File: src/css_pkg.sv
// Package with constants and types of the command source selector.
// Notes on behaviour
// - Start source 0 communication, 1 terminals.
// - Speed source picks frequency command path.
// - Network source 0 option, 2 panel link.
// - Network 9999: panel link unless option fitted.
// - Local source 2 connector, 3 USB, 4 panel.
// - Local 9999: USB, then handheld, then panel.
// - Local 9999 never auto-picks serial link.
// - Both 2: local wins, network needs option.
// - Option routed but absent: refuse network.
// - Modbus-RTU refused in local unit mode.
// - New settings apply only after reset.
// - Network and local settings always writable.
// - Start/speed writable at group 0 or option.
// - Reads and monitoring always served.
// - Operation mode setting 1, 3 or 4 fixes the mode; 1 boots into local unit mode.
`default_nettype none
package css_pkg;
   // -----------------------------------------------------------------
   // Setting codes.
   // -----------------------------------------------------------------
   localparam logic [13:0] CSS_AUTO      = 14'h270F; // Automatic selection value.
   localparam logic [13:0] CSS_SRC_OPT   = 14'h0000; // Option card source.
   localparam logic [13:0] CSS_SRC_PANEL = 14'h0002; // Panel connector source.
   localparam logic [13:0] CSS_SRC_USB   = 14'h0003; // USB connector source.
   localparam logic [13:0] CSS_SRC_OPNL  = 14'h0004; // Operation panel source.
   localparam logic [1:0]  CSS_SPD_COMM  = 2'h0;     // Frequency from communication.
   localparam logic [1:0]  CSS_SPD_ANA   = 2'h1;     // Frequency from analog terminal.
   localparam logic [1:0]  CSS_SPD_MIX   = 2'h2;     // Communication frequency; start source unaffected.
   localparam logic [3:0]  CSS_OPM_PU    = 4'h1;     // Operation mode fixed to local unit.
   localparam logic [3:0]  CSS_OPM_COMB3 = 4'h3;     // Combined mode 1.
   localparam logic [3:0]  CSS_OPM_COMB4 = 4'h4;     // Combined mode 2.
   localparam logic [7:0]  CSS_GROUP_ALL = 8'h00;    // User group value that opens all writes.
   // -----------------------------------------------------------------
   // Interface indices, one bit each in an interface vector.
   // -----------------------------------------------------------------
   localparam int CSS_IF_OPNL  = 0;  // Operation panel.
   localparam int CSS_IF_USB   = 1;  // USB connector.
   localparam int CSS_IF_UNIT  = 2;  // Handheld unit on panel connector.
   localparam int CSS_IF_SER   = 3;  // Serial link on panel connector.
   localparam int CSS_IF_OPT   = 4;  // Option card.
   localparam int CSS_IF_N     = 5;  // Number of interfaces.
   // Operation mode of the drive.
   typedef enum logic [2:0]
   {
      CSS_MODE_EXT = 3'b001,
      CSS_MODE_PU  = 3'b010,
      CSS_MODE_NET = 3'b100
   } css_mode_t;
   // Settings bundle held in the shadow and active copies.
   typedef struct packed
   {
      logic        start_source_select;   // Start source.
      logic [1:0]  speed_source_select;   // Speed source.
      logic [13:0] network_source_select; // Network source.
      logic [13:0] local_source_select;   // Local source.
      logic [3:0]  operation_mode_select; // Operation mode setting.
   } css_cfg_t;
   // Requests offered by all interfaces, one bit per interface in each strobe vector.
   typedef struct packed
   {
      logic [CSS_IF_N-1:0] wr;     // Parameter write strobe per interface.
      logic [CSS_IF_N-1:0] run;    // Start command strobe per interface.
      logic [CSS_IF_N-1:0] freq;   // Frequency command strobe per interface.
      logic [CSS_IF_N-1:0] rd;     // Read or monitor strobe per interface.
   } css_req_t;
endpackage
`default_nettype wire

File: src/css_cfg_reg.sv
// Setting register with write gate and reset-time activation.
`timescale 1ns/1ps
`default_nettype none
module css_cfg_reg #(
   parameter int          W   = 1,      // Width of the setting.
   parameter logic [W-1:0] INIT = '0     // Initial value.
)(
   input  wire logic         clk_i,      // System clock.
   input  wire logic         arst_n_i,   // Asynchronous reset, active low.
   input  wire logic         load_i,     // Copies the stored value into the active one.
   input  wire logic         we_i,       // Gated write strobe.
   input  wire logic [W-1:0] wdata_i,    // Write data.
   output logic      [W-1:0] stored_o,   // Value stored at once.
   output logic      [W-1:0] active_o    // Value used for routing.
);
   logic [W-1:0] stored_q = INIT;   // Stored copy; powers up at its initial value.
   // The stored copy takes writes at once and is not cleared by reset.
   // Clearing it would lose a new setting in the very reset that must activate it.
   always_ff @(posedge clk_i)
   begin
      if (we_i)
         stored_q <= wdata_i;
   end
   assign stored_o = stored_q;
   // The active copy is set to INIT by reset and otherwise changes only on the load pulse after reset.
   always_ff @(posedge clk_i or negedge arst_n_i)
   begin
      if (!arst_n_i)
         active_o <= INIT;
      else if (load_i)
         active_o <= stored_q;
   end
endmodule
`default_nettype wire

File: src/css_top.sv
// Top of the command source selector.
`timescale 1ns/1ps
`default_nettype none
module css_top (
   input  wire logic                  CLK_SYS_I,       // System clock, 200 MHz.
   input  wire logic                  ARST_N_I,        // Asynchronous reset, active low.
   input  wire logic                  OPT_FITTED_I,    // Option card present, pin.
   input  wire logic                  USB_CONN_I,      // USB host connected, pin.
   input  wire logic                  UNIT_CONN_I,     // Handheld unit connected, pin.
   input  wire logic [7:0]            USER_GROUP_I,    // User group selection value.
   input  wire logic [2:0]            SET_WE_I,        // Write: 0 start/speed, 1 network, 2 local.
   input  wire logic                  SET_OPM_WE_I,    // Write of operation mode setting.
   input  wire css_pkg::css_cfg_t     SET_DATA_I,      // Write data of all settings.
   input  wire logic                  NET_REQ_I,       // Request to enter network mode, pulse.
   input  wire logic                  PU_REQ_I,        // Request to enter local unit mode, pulse.
   input  wire logic                  EXT_REQ_I,       // Request to enter external mode, pulse.
   input  wire logic                  MODBUS_I,        // Serial link uses Modbus-RTU.
   input  wire css_pkg::css_req_t     REQ_I,           // Requests from the interfaces.
   output logic [2:0]                 MODE_O,          // Current operation mode, one-hot.
   output logic [4:0]                 AUTH_O,          // Interface holding command authority.
   output logic                       START_TERM_O,    // Start taken from terminals.
   output logic                       FREQ_ANALOG_O,   // Frequency taken from analog terminal.
   output logic                       FREQ_COMM_O,     // Communication frequency valid.
   output logic                       MODE_REFUSED_O,  // Network mode entry refused, pulse.
   output css_pkg::css_req_t          GRANT_O,         // Requests accepted, pulses.
   output css_pkg::css_req_t          REJECT_O,        // Requests rejected, pulses.
   output css_pkg::css_cfg_t          STORED_O         // Stored settings.
);
   import css_pkg::*;
   // ---------------------------------------------------------------
   // Pin synchronisers.
   // ---------------------------------------------------------------
   logic [2:0] pin_s1_q;   // First stage, read only by second stage.
   logic [2:0] pin_s2_q;   // Second stage, usable.
   always_ff @(posedge CLK_SYS_I or negedge ARST_N_I)
   begin
      if (!ARST_N_I)
      begin
         pin_s1_q <= 3'h0;
         pin_s2_q <= 3'h0;
      end
      else
      begin
         pin_s1_q <= {UNIT_CONN_I, USB_CONN_I, OPT_FITTED_I};
         pin_s2_q <= pin_s1_q;
      end
   end
   logic opt_s;   // Option card fitted.
   logic usb_s;   // USB connected.
   logic unit_s;  // Handheld unit connected.
   assign opt_s  = pin_s2_q[0];
   assign usb_s  = pin_s2_q[1];
   assign unit_s = pin_s2_q[2];
   // ---------------------------------------------------------------
   // Reset release pulse that activates settings.
   // ---------------------------------------------------------------
   logic load_q;   // High during the cycles before release is seen.
   logic boot_q;   // One-cycle pulse after reset.
   always_ff @(posedge CLK_SYS_I or negedge ARST_N_I)
   begin
      if (!ARST_N_I)
      begin
         load_q <= 1'b1;
         boot_q <= 1'b0;
      end
      else
      begin
         load_q <= 1'b0;
         boot_q <= load_q;
      end
   end
   // ---------------------------------------------------------------
   // Settings with write gates.
   // ---------------------------------------------------------------
   logic     gate_ss;  // Write gate of start and speed settings.
   css_cfg_t act;      // Active settings.
   assign gate_ss = (USER_GROUP_I == CSS_GROUP_ALL) || opt_s;
   css_cfg_reg #(.W(1), .INIT(1'b0)) u_start (
      .clk_i(CLK_SYS_I), .arst_n_i(ARST_N_I), .load_i(load_q),
      .we_i(SET_WE_I[0] && gate_ss), .wdata_i(SET_DATA_I.start_source_select),
      .stored_o(STORED_O.start_source_select), .active_o(act.start_source_select));
   css_cfg_reg #(.W(2), .INIT(CSS_SPD_COMM)) u_speed (
      .clk_i(CLK_SYS_I), .arst_n_i(ARST_N_I), .load_i(load_q),
      .we_i(SET_WE_I[0] && gate_ss), .wdata_i(SET_DATA_I.speed_source_select),
      .stored_o(STORED_O.speed_source_select), .active_o(act.speed_source_select));
   css_cfg_reg #(.W(14), .INIT(CSS_AUTO)) u_net (
      .clk_i(CLK_SYS_I), .arst_n_i(ARST_N_I), .load_i(load_q),
      .we_i(SET_WE_I[1]), .wdata_i(SET_DATA_I.network_source_select),
      .stored_o(STORED_O.network_source_select), .active_o(act.network_source_select));
   css_cfg_reg #(.W(14), .INIT(CSS_AUTO)) u_loc (
      .clk_i(CLK_SYS_I), .arst_n_i(ARST_N_I), .load_i(load_q),
      .we_i(SET_WE_I[2]), .wdata_i(SET_DATA_I.local_source_select),
      .stored_o(STORED_O.local_source_select), .active_o(act.local_source_select));
   css_cfg_reg #(.W(4), .INIT(4'h0)) u_opm (
      .clk_i(CLK_SYS_I), .arst_n_i(ARST_N_I), .load_i(load_q),
      .we_i(SET_OPM_WE_I && gate_ss), .wdata_i(SET_DATA_I.operation_mode_select),
      .stored_o(STORED_O.operation_mode_select), .active_o(act.operation_mode_select));
   // ---------------------------------------------------------------
   // Authority resolution.
   // ---------------------------------------------------------------
   logic [CSS_IF_N-1:0] net_auth;   // Owner in network mode.
   logic [CSS_IF_N-1:0] loc_auth;   // Owner in local unit mode.
   logic                net_ok;     // Network mode may be entered.
   // Network owner from the network source setting.
   always_comb
   begin
      net_auth = '0;
      if (act.network_source_select == CSS_SRC_OPT)
         net_auth[CSS_IF_OPT] = 1'b1;
      else if (act.network_source_select == CSS_SRC_PANEL)
         net_auth[CSS_IF_SER] = 1'b1;
      else if (opt_s)
         net_auth[CSS_IF_OPT] = 1'b1;
      else
         net_auth[CSS_IF_SER] = 1'b1;
   end
   // Local owner; the serial link is chosen only by explicit setting.
   always_comb
   begin
      loc_auth = '0;
      if (act.local_source_select == CSS_SRC_PANEL)
         loc_auth[CSS_IF_SER] = 1'b1;
      else if (act.local_source_select == CSS_SRC_USB)
         loc_auth[CSS_IF_USB] = 1'b1;
      else if (act.local_source_select == CSS_SRC_OPNL)
         loc_auth[CSS_IF_OPNL] = 1'b1;
      else if (usb_s)
         loc_auth[CSS_IF_USB] = 1'b1;
      else if (unit_s)
         loc_auth[CSS_IF_UNIT] = 1'b1;
      else
         loc_auth[CSS_IF_OPNL] = 1'b1;
   end
   // Setting 2 in local mode serves the serial link alone, not the handheld unit.
   // Network entry needs an option card when it owns network, or when both select the connector.
   assign net_ok = opt_s || !(net_auth[CSS_IF_OPT] ||
      (act.network_source_select == CSS_SRC_PANEL && act.local_source_select == CSS_SRC_PANEL));
   // ---------------------------------------------------------------
   // Operation mode machine.
   // ---------------------------------------------------------------
   css_mode_t mode_q;    // Current mode.
   logic      locked;    // Mode fixed by setting.
   assign locked = (act.operation_mode_select == CSS_OPM_PU) ||
                   (act.operation_mode_select == CSS_OPM_COMB3) ||
                   (act.operation_mode_select == CSS_OPM_COMB4);
   // Mode follows requests; a refused network entry keeps the mode.
   always_ff @(posedge CLK_SYS_I or negedge ARST_N_I)
   begin
      if (!ARST_N_I)
         mode_q <= CSS_MODE_EXT;
      else if (boot_q)
         mode_q <= (act.operation_mode_select == CSS_OPM_PU) ? CSS_MODE_PU : CSS_MODE_EXT;
      else if (!locked)
      begin
         unique case (mode_q)
            CSS_MODE_EXT, CSS_MODE_PU:
            begin
               if (NET_REQ_I && net_ok)
                  mode_q <= CSS_MODE_NET;
               else if (PU_REQ_I)
                  mode_q <= CSS_MODE_PU;
               else if (EXT_REQ_I)
                  mode_q <= CSS_MODE_EXT;
            end
            CSS_MODE_NET:
            begin
               if (PU_REQ_I)
                  mode_q <= CSS_MODE_PU;
               else if (EXT_REQ_I)
                  mode_q <= CSS_MODE_EXT;
            end
            default:
               mode_q <= CSS_MODE_EXT;
         endcase
      end
   end
   // Pulse when a network entry is refused.
   always_ff @(posedge CLK_SYS_I or negedge ARST_N_I)
   begin
      if (!ARST_N_I)
         MODE_REFUSED_O <= 1'b0;
      else
         MODE_REFUSED_O <= NET_REQ_I && (locked || !net_ok || mode_q == CSS_MODE_NET ? !net_ok || locked : 1'b0);
   end
   // ---------------------------------------------------------------
   // Request filtering.
   // ---------------------------------------------------------------
   logic [CSS_IF_N-1:0] auth;     // Current owner.
   logic [CSS_IF_N-1:0] wr_ok;    // Interfaces allowed to write.
   always_comb
   begin
      auth = '0;
      if (mode_q == CSS_MODE_NET)
         auth = net_auth;
      else if (mode_q == CSS_MODE_PU)
         auth = loc_auth;
      wr_ok = auth;
      if (mode_q == CSS_MODE_PU && MODBUS_I)
         wr_ok[CSS_IF_SER] = 1'b0;
   end
   // Grants and rejects; reads always pass.
   always_ff @(posedge CLK_SYS_I or negedge ARST_N_I)
   begin
      if (!ARST_N_I)
      begin
         GRANT_O  <= '0;
         REJECT_O <= '0;
      end
      else
      begin
         GRANT_O.wr    <= REQ_I.wr & wr_ok;
         GRANT_O.run   <= REQ_I.run & wr_ok & {CSS_IF_N{!act.start_source_select}};
         GRANT_O.freq  <= REQ_I.freq & wr_ok & {CSS_IF_N{act.speed_source_select != CSS_SPD_ANA}};
         GRANT_O.rd    <= REQ_I.rd;
         REJECT_O.wr   <= REQ_I.wr & ~wr_ok;
         REJECT_O.run  <= REQ_I.run & ~(wr_ok & {CSS_IF_N{!act.start_source_select}});
         REJECT_O.freq <= REQ_I.freq & ~(wr_ok & {CSS_IF_N{act.speed_source_select != CSS_SPD_ANA}});
         REJECT_O.rd   <= '0;
      end
   end
   // Status outputs.
   always_ff @(posedge CLK_SYS_I or negedge ARST_N_I)
   begin
      if (!ARST_N_I)
      begin
         MODE_O        <= CSS_MODE_EXT;
         AUTH_O        <= '0;
         START_TERM_O  <= 1'b0;
         FREQ_ANALOG_O <= 1'b0;
         FREQ_COMM_O   <= 1'b1;
      end
      else
      begin
         MODE_O        <= mode_q;
         AUTH_O        <= auth;
         START_TERM_O  <= act.start_source_select;
         FREQ_ANALOG_O <= act.speed_source_select == CSS_SPD_ANA;
         FREQ_COMM_O   <= act.speed_source_select != CSS_SPD_ANA;
      end
   end
endmodule
`default_nettype wire

File: config.mk
export PLATFORM = sky130hd
export DESIGN_NAME = css_top
export DESIGN_NICKNAME = d
export VERILOG_FILES = /design/src/css_pkg.sv /design/src/css_cfg_reg.sv /design/src/css_top.sv
export SDC_FILE = /design/constraint.sdc
export NUM_CORES = 1
export LEC_CHECK = 0
export ABC_AREA = 1
export BUFFER_PORTS_ARGS = -buffer_cell sky130_fd_sc_hd__buf_4
export CORE_MARGIN = 1.5
export CORE_UTILIZATION = 50
export CTS_CLUSTER_DIAMETER = 40
export CTS_CLUSTER_SIZE = 14
export DETAILED_ROUTE_END_ITERATION = 10
export PLACE_DENSITY = 0.8
export SYNTH_ARGS = -nofsm -noshare
export SYNTH_HDL_FRONTEND = slang
export SYNTH_HIERARCHICAL = 1
export SYNTH_SLANG_ARGS = --single-unit
File: constraint.sdc
create_clock -name CLK_SYS_I -period 2.02 [get_ports CLK_SYS_I]
set_input_delay 0.404 -clock CLK_SYS_I [delete_from_list [all_inputs] [get_ports CLK_SYS_I]]
set_output_delay 0.404 -clock CLK_SYS_I [all_outputs]
set_load 0.02 [all_outputs]
After elaboration in Yosys (flattened, before gate mapping)
Index checks and enable logic that the tools add are counted.
{ "word_totals": {"regBits": 128, "mem_bits_rw": 0, "latchBits": 0, "rom_bits": 0, "out_inout_bits": 87, "memories": 0} }
{ "classes": {"reduce_logical": 19, "shifts": 0, "div": 0, "order_cmp": 0, "n_bitwise": 13, "multipliers": 0, "n_eq_ne": 13, "add_sub_neg": 0, "n_mux": 29} }
{ "op_table": {"columns": ["operator", "count"], "rows": [
  ["$and 5x5->5", 10],
  ["$eq 14x2->1 const B", 3],
  ["$mux 1", 18],
  ["$mux 3", 6],
  ["$not 5->5", 3],
  ["$eq 14x3->1 const B", 1],
  ["$logic_not 14->1", 1],
  ["$logic_not 8->1", 1],
  ["$logic_or 1x1->1", 7],
  ["$logic_and 1x1->1", 6],
  ["$pmux 3 s2", 1],
  ["$mux 5", 1],
  ["$eq 4x1->1 const B", 1],
  ["$eq 4x2->1 const B", 1],
  ["$eq 4x3->1 const B", 1],
  ["$mux 2", 2],
  ["$mux 4", 1],
  ["$eq 3x1->1 const B", 1],
  ["$eq 3x2->1 const B", 1],
  ["$eq 3x3->1 const B", 1],
  ["$logic_not 1->1", 3],
  ["$eq 2x1->1 const B", 1],
  ["$ne 2x1->1 const B", 1],
  ["$ne 2x2->1 const B", 1],
  ["$reduce_or 2->1", 1]
]} }

Longest topological paths before layout
Gate-level depths: netlist of run 1.
{ "logic_depth": {"ltp_word": 11, "mapped_depth": 11} }

Cells and area by module
The synthesis of run 1 kept the hierarchy.
{ "modules_own_cells": {"columns": ["mod", "seq_area_each_um2", "instances", "area_each_um2", "cells_each"], "rows": [
  ["css_top", 1456.4, 1, 2399.8, 245],
  ["css_cfg_reg at u_loc ...", 780.7, 2, 960.9, 73],
  ["css_cfg_reg at u_opm", 220.2, 1, 269.0, 21],
  ["css_cfg_reg at u_speed", 110.1, 1, 136.4, 11],
  ["css_cfg_reg at u_start", 55.1, 1, 70.1, 6]
]} }

Least setup slack after synthesis of run 1
OpenSTA, ideal clock, no wires.
{ "synth_timing": {"kind": "reg2reg", "startpoint": "register u_loc.active_o[9]", "endpoint": "register REJECT_O[12] (netlist bit)", "t_arrival_ns": 1.330, "path_buffers": 0, "setup_time_ns": 0.113, "path_stages_with_launch": 10, "slack_ns": 0.577, "synth_period_minus_slack_ns": 1.443, "path_cell_list": "dfstp_2 -> nor2_1 -> nand2_1 -> nor2_8 -> nand3_2 -> nand2_4 -> nor3_4 -> nand2_1 -> nand2_1 -> inv_1"} }
{ "synth_between": {"elab_chain_cells": 9} }
{ "synth_lines": {"columns": ["element", "line_no", "text"], "rows": [
  ["start, declared", "css_cfg_reg.sv:14", "output logic [W-1:0] active_o"],
  ["start signal, assigned", "css_cfg_reg.sv:31", "active_o <= stored_q;"],
  ["$eq 14x3->1", "css_top.sv:125", "else if (act.local_source_select == CSS_SRC_OPNL)"],
  ["$mux 2", "css_top.sv:125", null],
  ["$mux 1", "css_top.sv:123", "else if (act.local_source_select == CSS_SRC_USB)"],
  ["$mux 3 *", "css_top.sv:121", "if (act.local_source_select == CSS_SRC_PANEL)"],
  ["$mux 4 *", "css_top.sv:195", "else if (mode_q == CSS_MODE_PU)"],
  ["$mux 5 *", "css_top.sv:193", "if (mode_q == CSS_MODE_NET)"],
  ["net auth[2]", "css_top.sv:188", "logic [CSS_IF_N-1:0] auth;"],
  ["$and 5x5->5 *", "css_top.sv:216", "REJECT_O.run <= REQ_I.run & ~(wr_ok & {CSS_IF_N{!act.start_source_select}});"],
  ["$not 5->5 *", "css_top.sv:216", null],
  ["$and 5x5->5 *", "css_top.sv:216", null],
  ["end, declared", "css_top.sv:26", "output css_pkg::css_req_t REJECT_O,"]
]} }
Mark *: on every way through the listed nets, which the timed path passes. The rest lies on a longest branch.
A chain may end at the register's enable or synchronous reset.

Worst setup path after layout of run 1
{ "layout_timing": {"startpoint": "register u_loc.active_o[4]", "endpoint": "register REJECT_O[13] (netlist bit)"} }
{ "layout_between": {"elab_chain_cells": 8} }
{ "layout_lines": {"columns": ["element", "line_no", "text"], "rows": [
  ["$eq 14x2->1", "css_top.sv:121", null],
  ["$mux 1", "css_top.sv:121", null],
  ["$mux 4", "css_top.sv:195", null],
  ["$mux 5", "css_top.sv:193", null],
  ["net auth[3]", "css_top.sv:188", null],
  ["$mux 1", "css_top.sv:198", "if (mode_q == CSS_MODE_PU && MODBUS_I)"],
  ["$and 5x5->5", "css_top.sv:216", null],
  ["$not 5->5", "css_top.sv:216", null],
  ["$and 5x5->5", "css_top.sv:216", null]
]} }
The timed path passes the listed nets, and every way through them passes these cells.

==> run summary, run 1 <==
Seq cells post-synth - 128
Power Density - 991 mW/mm^2
aggregate global-route resource usage - 0.208
initial antenna violation count - 0
Hold Buf Count CTS - 9
Initial Util - 0.517
peak ir drop on the vdd network - 0.000571 V
Worst Setup Path Type - flip-flop to flip-flop
final period demand of the worst path - 1570 ps
combinational share of power - 0.112
worst flop-to-flop path startpoint - u_loc/active_o[4]
setup repair after global routing missed its margin - no
clock latency on the worst-skew pair - 520 ps
number of instances in the synthesized netlist - 429
total net switching power - 1.63 mW
count of endpoints failing hold in the final timing report - 0
Top Ports - 163
headroom to the max-slew limit - 0.626
synthesis warning total - 6
number of slew-limit violations in the final report - 0
global-route wire length before repair - 16.0 mm
number of buffers inserted to repair setup after CTS - 0
placed wire-length estimate - 7.22 mm
top-area cell type share of the netlist area - 0.381
clock group share of total power - 0.445
core region area - 0.00928 mm^2
vertical extent of the die - 101 um
top cell type by total area after synthesis - sky130_fd_sc_hd__dfrtp_1
hold crit path type - input pin to flip-flop
DR WL/cell - 13.0 um
first-pass iteration count of the detailed router - 4
area enclosed by the die boundary - 0.0102 mm^2
TritonCTS clock tree - yes
final wirelength - 9.84 mm
final worst-path setup slack - 451 ps
via count of the first global-routing pass - 3609
register-to-register path setup slack - 450 ps
total clock buffers created by CTS - 17
Setup TNS Final - 0 ps
Critical Path AT - 1980 ps
# resized after CTS - 0
switching share of total power - 0.242
synthesis-to-finish area growth - 42.1%
Clk Tree Root Cell - sky130_fd_sc_hd__clkbuf_8
kind of launch point of the worst setup path - flip-flop
Iteration-0 DRC Markers - 125
maximum number of pins on one net before global-route repair - 38
number of remaining DRC errors - 0
outcome - finished clean
Final setup violation count - 0
leading register cell type out of synthesis - sky130_fd_sc_hd__dfrtp_1
vias after detailed routing - 3428
Via-to-Cell Ratio - 4.53
Least-Margin Pin Slew - 561 ps
# port buffers - 157
CP endpoint - REJECT_O[13]
capturing point of the worst reg2reg path - REJECT_O[13]
static leakage - 3.52 nW
antenna diode count - 0
number of clock sinks - 128
Synth Cell Area - 0.00480 mm^2
Worst Setup Slack post-DPL - 451 ps
clock slew at the register clock pins of the worst setup and hold paths - 60 ps
cell row count - 35
overall die width - 101 um
antenna violation net count after detailed routing - 0
portion of the post-synthesis area used by sequential elements - 0.709
worst r2r path cells - 8
Async S/R FF share, synth - 0.727
number of enable-type register cells in the synthesized netlist - 35
max-cap viol count - 0
maximum operating frequency - 637 MHz
post-route fraction of the period consumed by the critical path - 0.777
Worst setup startpoint - u_loc/active_o[4]
final instance area - 0.00682 mm^2
Req. time, crit path - 2430 ps
fraction of layout cells with a size suffix above 1 - 0.384
Layout Nets - 691
Max Root-Sink Buffers - 2
final weighted congestion in routability-driven placement - 0.784
number of different library cells in the post-synthesis netlist - 34
mean area per synthesized cell - 11.2 um^2
power share of the sequential group - 0.444
total grt overflow - 0
type of element capturing the critical path - flip-flop
crit-path max FO - 5
largest cells by area after synthesis - sky130_fd_sc_hd__dfrtp_1 (38%), sky130_fd_sc_hd__edfxtp_1 (22%), sky130_fd_sc_hd__nand2_1 (11%)
Area after DPL - 0.00613 mm^2
Internal Power - 5.13 mW
Clock H-tree levels - 4
Worst Skew - 10.7 ps
[how the worst min path moves through the flow]
stage / from / endpoint / slack [ps] / depth (start not counted)
4_1_cts: SET_DATA_I[23] / u_net/stored_o[5] / 40 / 1
3_3_place_gp: pin_s1_q[0] / pin_s2_q[0] / 330 / 0
3_5_place_dp: pin_s1_q[0] / pin_s2_q[0] / 340 / 0
2_1_floorplan: ARST_N_I / AUTH_O[0] / 110 / 0
5_1_grt: SET_DATA_I[23] / u_net/stored_o[5] / 40 / 1
6_report: SET_DATA_I[34] / u_start/stored_o / 60 / 1
[per-stage QoR]
step           instances  total power, mW  hold WS, ps   util
5_1_grt              757             7.02         37.0  0.735
6_report             757             6.76         56.7  0.735
2_1_floorplan        434             3.40          108      -
4_1_cts              757             6.81         42.2  0.735
3_3_place_gp         716             3.75          331  0.660
3_5_place_dp         716             3.79          336  0.660
[layout make-up]
type,count,area (um^2)
clock buffer,21,472
clock inverter,11,126
fill,640,2460
inverter,60,225
multi-input combinational,237,1110
sequential,128,3400
tap,129,161
timing repair buffer,171,1320
[per-layer routing]
layer	global-route usage	wire (um)	vias to the layer above
met5	0	0	-
met4	0.0983	160	0
met3	0.0721	759	15
met2	0.363	5140	133
met1	0.226	3780	1596
li1	-	-	1684
[synthesized netlist by cell type, types with 4 or more instances]
master and n:
sky130_fd_sc_hd__nand2_1 146, sky130_fd_sc_hd__nand2_2 4, sky130_fd_sc_hd__inv_1 56, sky130_fd_sc_hd__inv_2 4, sky130_fd_sc_hd__edfxtp_1 35, sky130_fd_sc_hd__nor2_2 7, sky130_fd_sc_hd__dfstp_2 20, sky130_fd_sc_hd__dfrtp_1 73
sky130_fd_sc_hd__buf_4 7, sky130_fd_sc_hd__nor2_1 32, sky130_fd_sc_hd__nand3_1 8, sky130_fd_sc_hd__nor4_1 4
[registers in the layout, summed over array words and instances (netlist names), 4 cells and up]
name and flops:
REJECT_O 15, AUTH_O 5, u_loc/stored_o 14, u_net/active_o 14
u_opm/stored_o 4, GRANT_O 20, u_net/stored_o 14, u_opm/active_o 4
u_loc/active_o 14
[power groups by stage]
stage	Sequential [mW]	Combinational [mW]	Clock (mW)
after detailed placement	3.04	0.742	0
after global routing	3.02	0.830	3.17
after global placement	3.03	0.721	0
after CTS	3.00	0.763	3.04
final	3.00	0.755	3.00
after floorplan	3.14	0.260	0
[cell families (layout without fill, tap and decap cells)]
family | after synthesis | in the layout | synth area share
other cells | 1 | 6 | 0.000782
flops | 128 | 128 | 0.709
simple gates | 220 | 220 | 0.209
compound gates | 11 | 11 | 0.0177
buf+inv | 69 | 263 | 0.0626
[critical path: stages, from the launching register on]
cell and delay, ps:
sky130_fd_sc_hd__dfrtp_1 390, sky130_fd_sc_hd__inv_1 60, sky130_fd_sc_hd__nand2_1 60, sky130_fd_sc_hd__nor2_2 250, sky130_fd_sc_hd__nand3_2 210, sky130_fd_sc_hd__o21ai_4 240, sky130_fd_sc_hd__nand3_1 130, sky130_fd_sc_hd__nand2_1 90
sky130_fd_sc_hd__inv_1 40
[cell usage in the layout (no fill, tap or decap), types with 6 or more instances in the layout]
| master | synthesis | routed |
|---|---|---|
| sky130_fd_sc_hd__dfrtp_1 | 73 | 73 |
| sky130_fd_sc_hd__clkbuf_16 | 0 | 18 |
| sky130_fd_sc_hd__nor2_2 | 7 | 7 |
| sky130_fd_sc_hd__dfstp_2 | 20 | 20 |
| sky130_fd_sc_hd__nand2_1 | 146 | 146 |
| sky130_fd_sc_hd__nand3_1 | 8 | 8 |
| sky130_fd_sc_hd__conb_1 | 1 | 6 |
| sky130_fd_sc_hd__nor2_1 | 32 | 32 |
| sky130_fd_sc_hd__edfxtp_1 | 35 | 35 |
| sky130_fd_sc_hd__inv_1 | 56 | 56 |
| sky130_fd_sc_hd__buf_4 | 7 | 161 |
| sky130_fd_sc_hd__dlygate4sd3_1 | 0 | 9 |
(Power assumes the default switching activity.)
==> inputs of run 2 (changes only) <==
- clock period: 2.02 -> 1.57 ns (I/O delays scaled with it)
==> run summary, run 2 (synthesis results as in run 1) <==
flip-flop count of the largest register, all copies and words added - 20 (unchanged)
total clock buffers created by CTS - 17 (unchanged)
antenna violation net count after detailed routing - 0 (unchanged)
static leakage - 3.74 nW (+6.3%)
number of slew-limit violations in the final report - 0 (unchanged)
setup repair after global routing missed its margin - yes
commonest non-fill, non-tap cells in the layout - sky130_fd_sc_hd__buf_4 (169), sky130_fd_sc_hd__nand2_1 (143), sky130_fd_sc_hd__dfrtp_1 (73)
Power Density - 1240 mW/mm^2 (+25%)
CP max stage delay - 540 ps (+150 ps)
vias after detailed routing - 3720 (+8.5%)
Final setup violation count - 0 (unchanged)
final weighted congestion in routability-driven placement - 0.819 (+4.3%)
peak ir drop on the vdd network - 0.000972 V (+70%)
register name with the most flops - GRANT_O
vertical extent of the die - 101 um (unchanged)
via count of the first global-routing pass - 3812 (+5.6%)
Clock H-tree levels - 4 (unchanged)
number of remaining DRC errors - 0 (unchanged)
maximum number of pins on one net before global-route repair - 94 (+150%)
Layout Nets - 738 (+6.8%)
kind of launch point of the worst setup path - flip-flop
most common cell after layout, fill and taps aside - sky130_fd_sc_hd__buf_4
count of endpoints failing hold in the final timing report - 0 (unchanged)
area enclosed by the die boundary - 0.0102 mm^2 (unchanged)
Critical Path AT - 1940 ps (-40 ps)
post-route fraction of the period consumed by the critical path - 0.977 (+0.201)
maximum operating frequency - 652 MHz (+2.3%)
final wirelength - 11.2 mm (+14%)
DR WL/cell - 14.0 um (+7.5%)
synthesis-to-finish area growth - 53.4%
Critical-path top delay cell - sky130_fd_sc_hd__dfstp_2
number of placed instances, taps included - 718 (+0.28%)
# port buffers - 157 (unchanged)
final period demand of the worst path - 1530 ps (-34.6 ps)
aggregate global-route resource usage - 0.226 (+0.0186)
Area after DPL - 0.00615 mm^2 (+0.24%)
antenna diode count - 0 (unchanged)
Iteration-0 DRC Markers - 114 (-8.8%)
initial antenna violation count - 0 (unchanged)
type of element capturing the critical path - flip-flop
Req. time, crit path - 1970 ps (-460 ps)
Initial Util - 0.517 (unchanged)
crit-path max FO - 5 (unchanged)
cell chain of the critical path - inv_1, nand2_1, nor2_1, nand3_4, nand2_4, nor3_4, nand2_1, nand2_1, inv_1
Design Power - 9.11 mW (+35%)
Worst Setup Path Type - flip-flop to flip-flop
core region area - 0.00928 mm^2 (unchanged)
cell row count - 35 (unchanged)
clock slew at the register clock pins of the worst setup and hold paths - 60 ps (about the same)
clock latency on the worst-skew pair - 500 ps (-20 ps)
Worst Skew - 12.5 ps (+1.84 ps)
Top Ports - 163 (unchanged)
placed wire-length estimate - 6.90 mm (-4.5%)
overall die width - 101 um (unchanged)
Max Root-Sink Buffers - 2 (unchanged)
total grt overflow - 0 (unchanged)
TritonCTS clock tree - yes
outcome - finished clean
number of clock sinks - 128 (unchanged)
fraction of layout cells with a size suffix above 1 - 0.385 (+0.00143)
fin cells - 804 (+6.2%)
top flop regs - GRANT_O (20), REJECT_O (15)
first-pass iteration count of the detailed router - 4 (unchanged)
max-cap viol count - 0 (unchanged)
Via-to-Cell Ratio - 4.63 (+2.2%)
hold crit path type - input pin to flip-flop
final instance area - 0.00736 mm^2 (+7.9%)
most numerous cell on the critical path - sky130_fd_sc_hd__nand2_1
Clk Tree Root Cell - sky130_fd_sc_hd__clkbuf_8
global-route wire length before repair - 17.3 mm (+8.1%)
-- run 2: layout make-up --
cell class | instances | area [um^2]
Clock buffer | 22 | 497
Clock inverter | 10 | 148
Fill cell | 547 | 1930
Inverter | 60 | 225
Multi-Input combinational cell | 237 | 1150
Sequential cell | 128 | 3400
Tap cell | 129 | 161
Timing Repair Buffer | 218 | 1770
-- run 2: timing repair --
item | 4_1_cts | 5_1_grt
endpoints found under the hold margin | 119 | 0
gates resized for setup | 2 | 12
gates cloned | 0 | 0
endpoints found under the setup margin | 7 | 25
buffers inserted | 0 | 7
hold buffers | 47 | 0
pin swaps | 0 | 7
-- run 2: metal layers --
layer,track usage,up-vias,routed length [um]
met4,0.105,0,210
met2,0.404,156,5980
met3,0.0666,18,724
met1,0.247,1756,4330
met5,0,-,0
li1,-,1790,-
-- run 2: through the flow --
stage / util / setup slack, ps / hold slack, ps / TNS, ps
global placement: 0.662 / 44.2 / 331 / 0
CTS: 0.783 / 6.16 / 1.87 / 0
finish: 0.792 / 35.4 / 22.4 / 0
floorplan: - / 127 / 18.4 / 0
global route: 0.792 / -72.6 / 13.9 / -390
detailed placement: 0.662 / -14.9 / 337 / -21.5
-- run 2: power breakdown --
| part | total (mW) | internal (mW) | switching, mW |
|---|---|---|---|
| combinational | 1.10 | 0.500 | 0.602 |
| sequential | 3.86 | 3.72 | 0.144 |
| clock | 4.15 | 2.72 | 1.43 |
| total | 9.11 | 6.94 | 2.17 |
-- run 2: worst max-delay path, delay by kind of cell, from the launching register on --
family,cells,cell delay [ps]
and+or+nand+nor,7,820
buffers and inverters,2,80
DFF,1,540
-- run 2: path summary, 6_finish.rpt --
check	endpoint	cells past startpoint	start	slack, ps
worst max-delay path	REJECT_O[7]	9	u_loc/active_o[2]	40
worst min-delay path	REJECT_O[9]	3	REQ_I[9]	20
worst max register to register	REJECT_O[7]	9	u_loc/active_o[2]	40
worst min register to register	pin_s2_q[2]	0	pin_s1_q[2]	340
max in group asynchronous	u_net/active_o[1]	3	ARST_N_I	740
min in group asynchronous	GRANT_O[0]	3	ARST_N_I	450
==> inputs of run 3 (changes only) <==
- CORE_ASPECT_RATIO: not set -> 0.8
==> run summary, run 3 (synthesis results as in run 1) <==
static leakage - 3.53 nW (-5.6%)
Worst Skew - 9.48 ps (-3.05 ps)
initial antenna violation count - 0 (unchanged)
fraction of layout cells with a size suffix above 1 - 0.415 (+0.0303)
Final setup violation count - 0 (unchanged)
Top Ports - 163 (unchanged)
vias after detailed routing - 3479 (-6.5%)
aggregate global-route resource usage - 0.210 (-0.0166)
TritonCTS clock tree - yes
minimum hold slack - 22.2 ps (-0.231 ps)
setup repair after global routing missed its margin - yes
Initial Util - 0.522 (+0.00513)
Power Density - 1240 mW/mm^2 (+0.39%)
Setup TNS Final - 0 ps (unchanged)
clock latency on the worst-skew pair - 410 ps (-90 ps)
final period demand of the worst path - 1540 ps (+5.96 ps)
via count of the first global-routing pass - 3465 (-9.1%)
Max Root-Sink Buffers - 2 (unchanged)
Clk Tree Root Cell - sky130_fd_sc_hd__clkbuf_16
global-route wire length before repair - 16.4 mm (-4.8%)
antenna diode count - 0 (unchanged)
crit-path max FO - 4 (-1)
most common cell after layout, fill and taps aside - sky130_fd_sc_hd__buf_4
number of remaining DRC errors - 16 (+16)
cell row count - 31 (-11%)
Req. time, crit path - 1870 ps (-100 ps)
maximum number of pins on one net before global-route repair - 32 (-66%)
kind of launch point of the worst setup path - flip-flop
clock slew at the register clock pins of the worst setup and hold paths - 50 ps (about the same)
Critical Path AT - 1840 ps (-100 ps)
final weighted congestion in routability-driven placement - 0.819 (about the same)
hold crit path type - input pin to flip-flop
overall die width - 113 um (+11%)
count of endpoints failing hold in the final timing report - 0 (unchanged)
failing checks - DRC
Clock H-tree levels - 4 (unchanged)
Iteration-0 DRC Markers - 160 (+40%)
type of element capturing the critical path - flip-flop
register name with the most flops - GRANT_O
total clock buffers created by CTS - 17 (unchanged)
Via-to-Cell Ratio - 4.65 (+0.52%)
max-cap viol count - 0 (unchanged)
number of slew-limit violations in the final report - 0 (unchanged)
maximum operating frequency - 649 MHz (-0.39%)
flip-flop count of the largest register, all copies and words added - 20 (unchanged)
first-pass iteration count of the detailed router - 10 (+6)
placed wire-length estimate - 7.33 mm (+6.2%)
# port buffers - 157 (unchanged)
antenna violation net count after detailed routing - 0 (unchanged)
synthesis-to-finish area growth - 42.7%
post-route fraction of the period consumed by the critical path - 0.981 (+0.00379)
outcome - complete, but fails checks
total grt overflow - 0 (unchanged)
top flop regs - GRANT_O (20), REJECT_O (15)
vertical extent of the die - 90.6 um (-10%)
Layout Nets - 696 (-5.7%)
number of clock sinks - 128 (unchanged)
area enclosed by the die boundary - 0.0102 mm^2 (about the same)
core region area - 0.00919 mm^2 (-0.98%)
commonest non-fill, non-tap cells in the layout - sky130_fd_sc_hd__buf_4 (168), sky130_fd_sc_hd__nand2_1 (143), sky130_fd_sc_hd__dfrtp_1 (73)
DR WL/cell - 13.7 um (-2.0%)
Worst Setup Path Type - flip-flop to flip-flop
Final Core Density - 0.745 (-0.0478)
final wirelength - 10.3 mm (-8.8%)
peak ir drop on the vdd network - 0.00135 V (+39%)
[run 3: stage by stage]
| stage | cell area (um^2) | setup slack [ps] | total power, mW | cells |
|---|---|---|---|---|
| global placement | 6160 | 45.8 | 4.86 | 707 |
| CTS | 6740 | 4.89 | 8.53 | 740 |
| global route | 6850 | -66.5 | 8.84 | 748 |
| floorplan | 4820 | 127 | 4.38 | 434 |
| finish | 6850 | 29.4 | 8.51 | 748 |
| detailed placement | 6160 | 15.4 | 4.89 | 707 |
[run 3: path summary, 6_finish.rpt]
| path | start | to | slack, ps | depth (start not counted) |
|---|---|---|---|---|
| min in group asynchronous | ARST_N_I | GRANT_O[1] | 390 | 2 |
| max in group asynchronous | ARST_N_I | u_net/active_o[8] | 580 | 3 |
| worst max-delay path | u_loc/active_o[2] | REJECT_O[12] | 30 | 10 |
| worst min register to register | pin_s1_q[2] | pin_s2_q[2] | 350 | 0 |
| worst min-delay path | REQ_I[2] | GRANT_O[2] | 20 | 1 |
| worst max register to register | u_loc/active_o[2] | REJECT_O[12] | 30 | 10 |
[run 3: layout make-up]
cell class / count / area (um^2)
repair buffers: 176 / 1360
inverters: 60 / 225
flip-flops and latches: 128 / 3400
clock inverters: 12 / 90.1
fillers: 613 / 2350
clock buffers: 20 / 468
well taps: 115 / 144
multi-input cells: 237 / 1150
[run 3: routing by layer]
metal,GRT usage,up-vias,share of wire
li1,-,1695,-
met1,0.249,1644,0.41
met2,0.357,132,0.50
met3,0.0832,8,0.076
met4,0.0570,0,0.0080
met5,0,-,0
[run 3: what timing repair did]
action | in CTS | in global routing
endpoints found under the hold margin | 20 | 4
hold buffers | 1 | 4
endpoints found under the setup margin | 3 | 20
buffers inserted | 0 | 4
resized for setup | 2 | 13
pin swaps | 0 | 9
[run 3: worst max-delay path, cell delays in order (launching register included)]
cell and delay, ps:
sky130_fd_sc_hd__dfstp_2 540, sky130_fd_sc_hd__inv_1 50, sky130_fd_sc_hd__nand2_2 90, sky130_fd_sc_hd__nor2_4 50, sky130_fd_sc_hd__nand4_4 90, sky130_fd_sc_hd__nand2_4 70
sky130_fd_sc_hd__buf_6 120, sky130_fd_sc_hd__nor3_4 220, sky130_fd_sc_hd__nand2_1 90, sky130_fd_sc_hd__nand2_1 70, sky130_fd_sc_hd__inv_1 40
[run 3: power by group]
| part | switching, mW | leakage, nW | internal, mW | total, mW |
|---|---|---|---|---|
| sequential | 0.140 | 1.47 | 3.72 | 3.86 |
| combinational | 0.574 | 1.78 | 0.441 | 1.01 |
| clock | 1.35 | 0.280 | 2.28 | 3.63 |
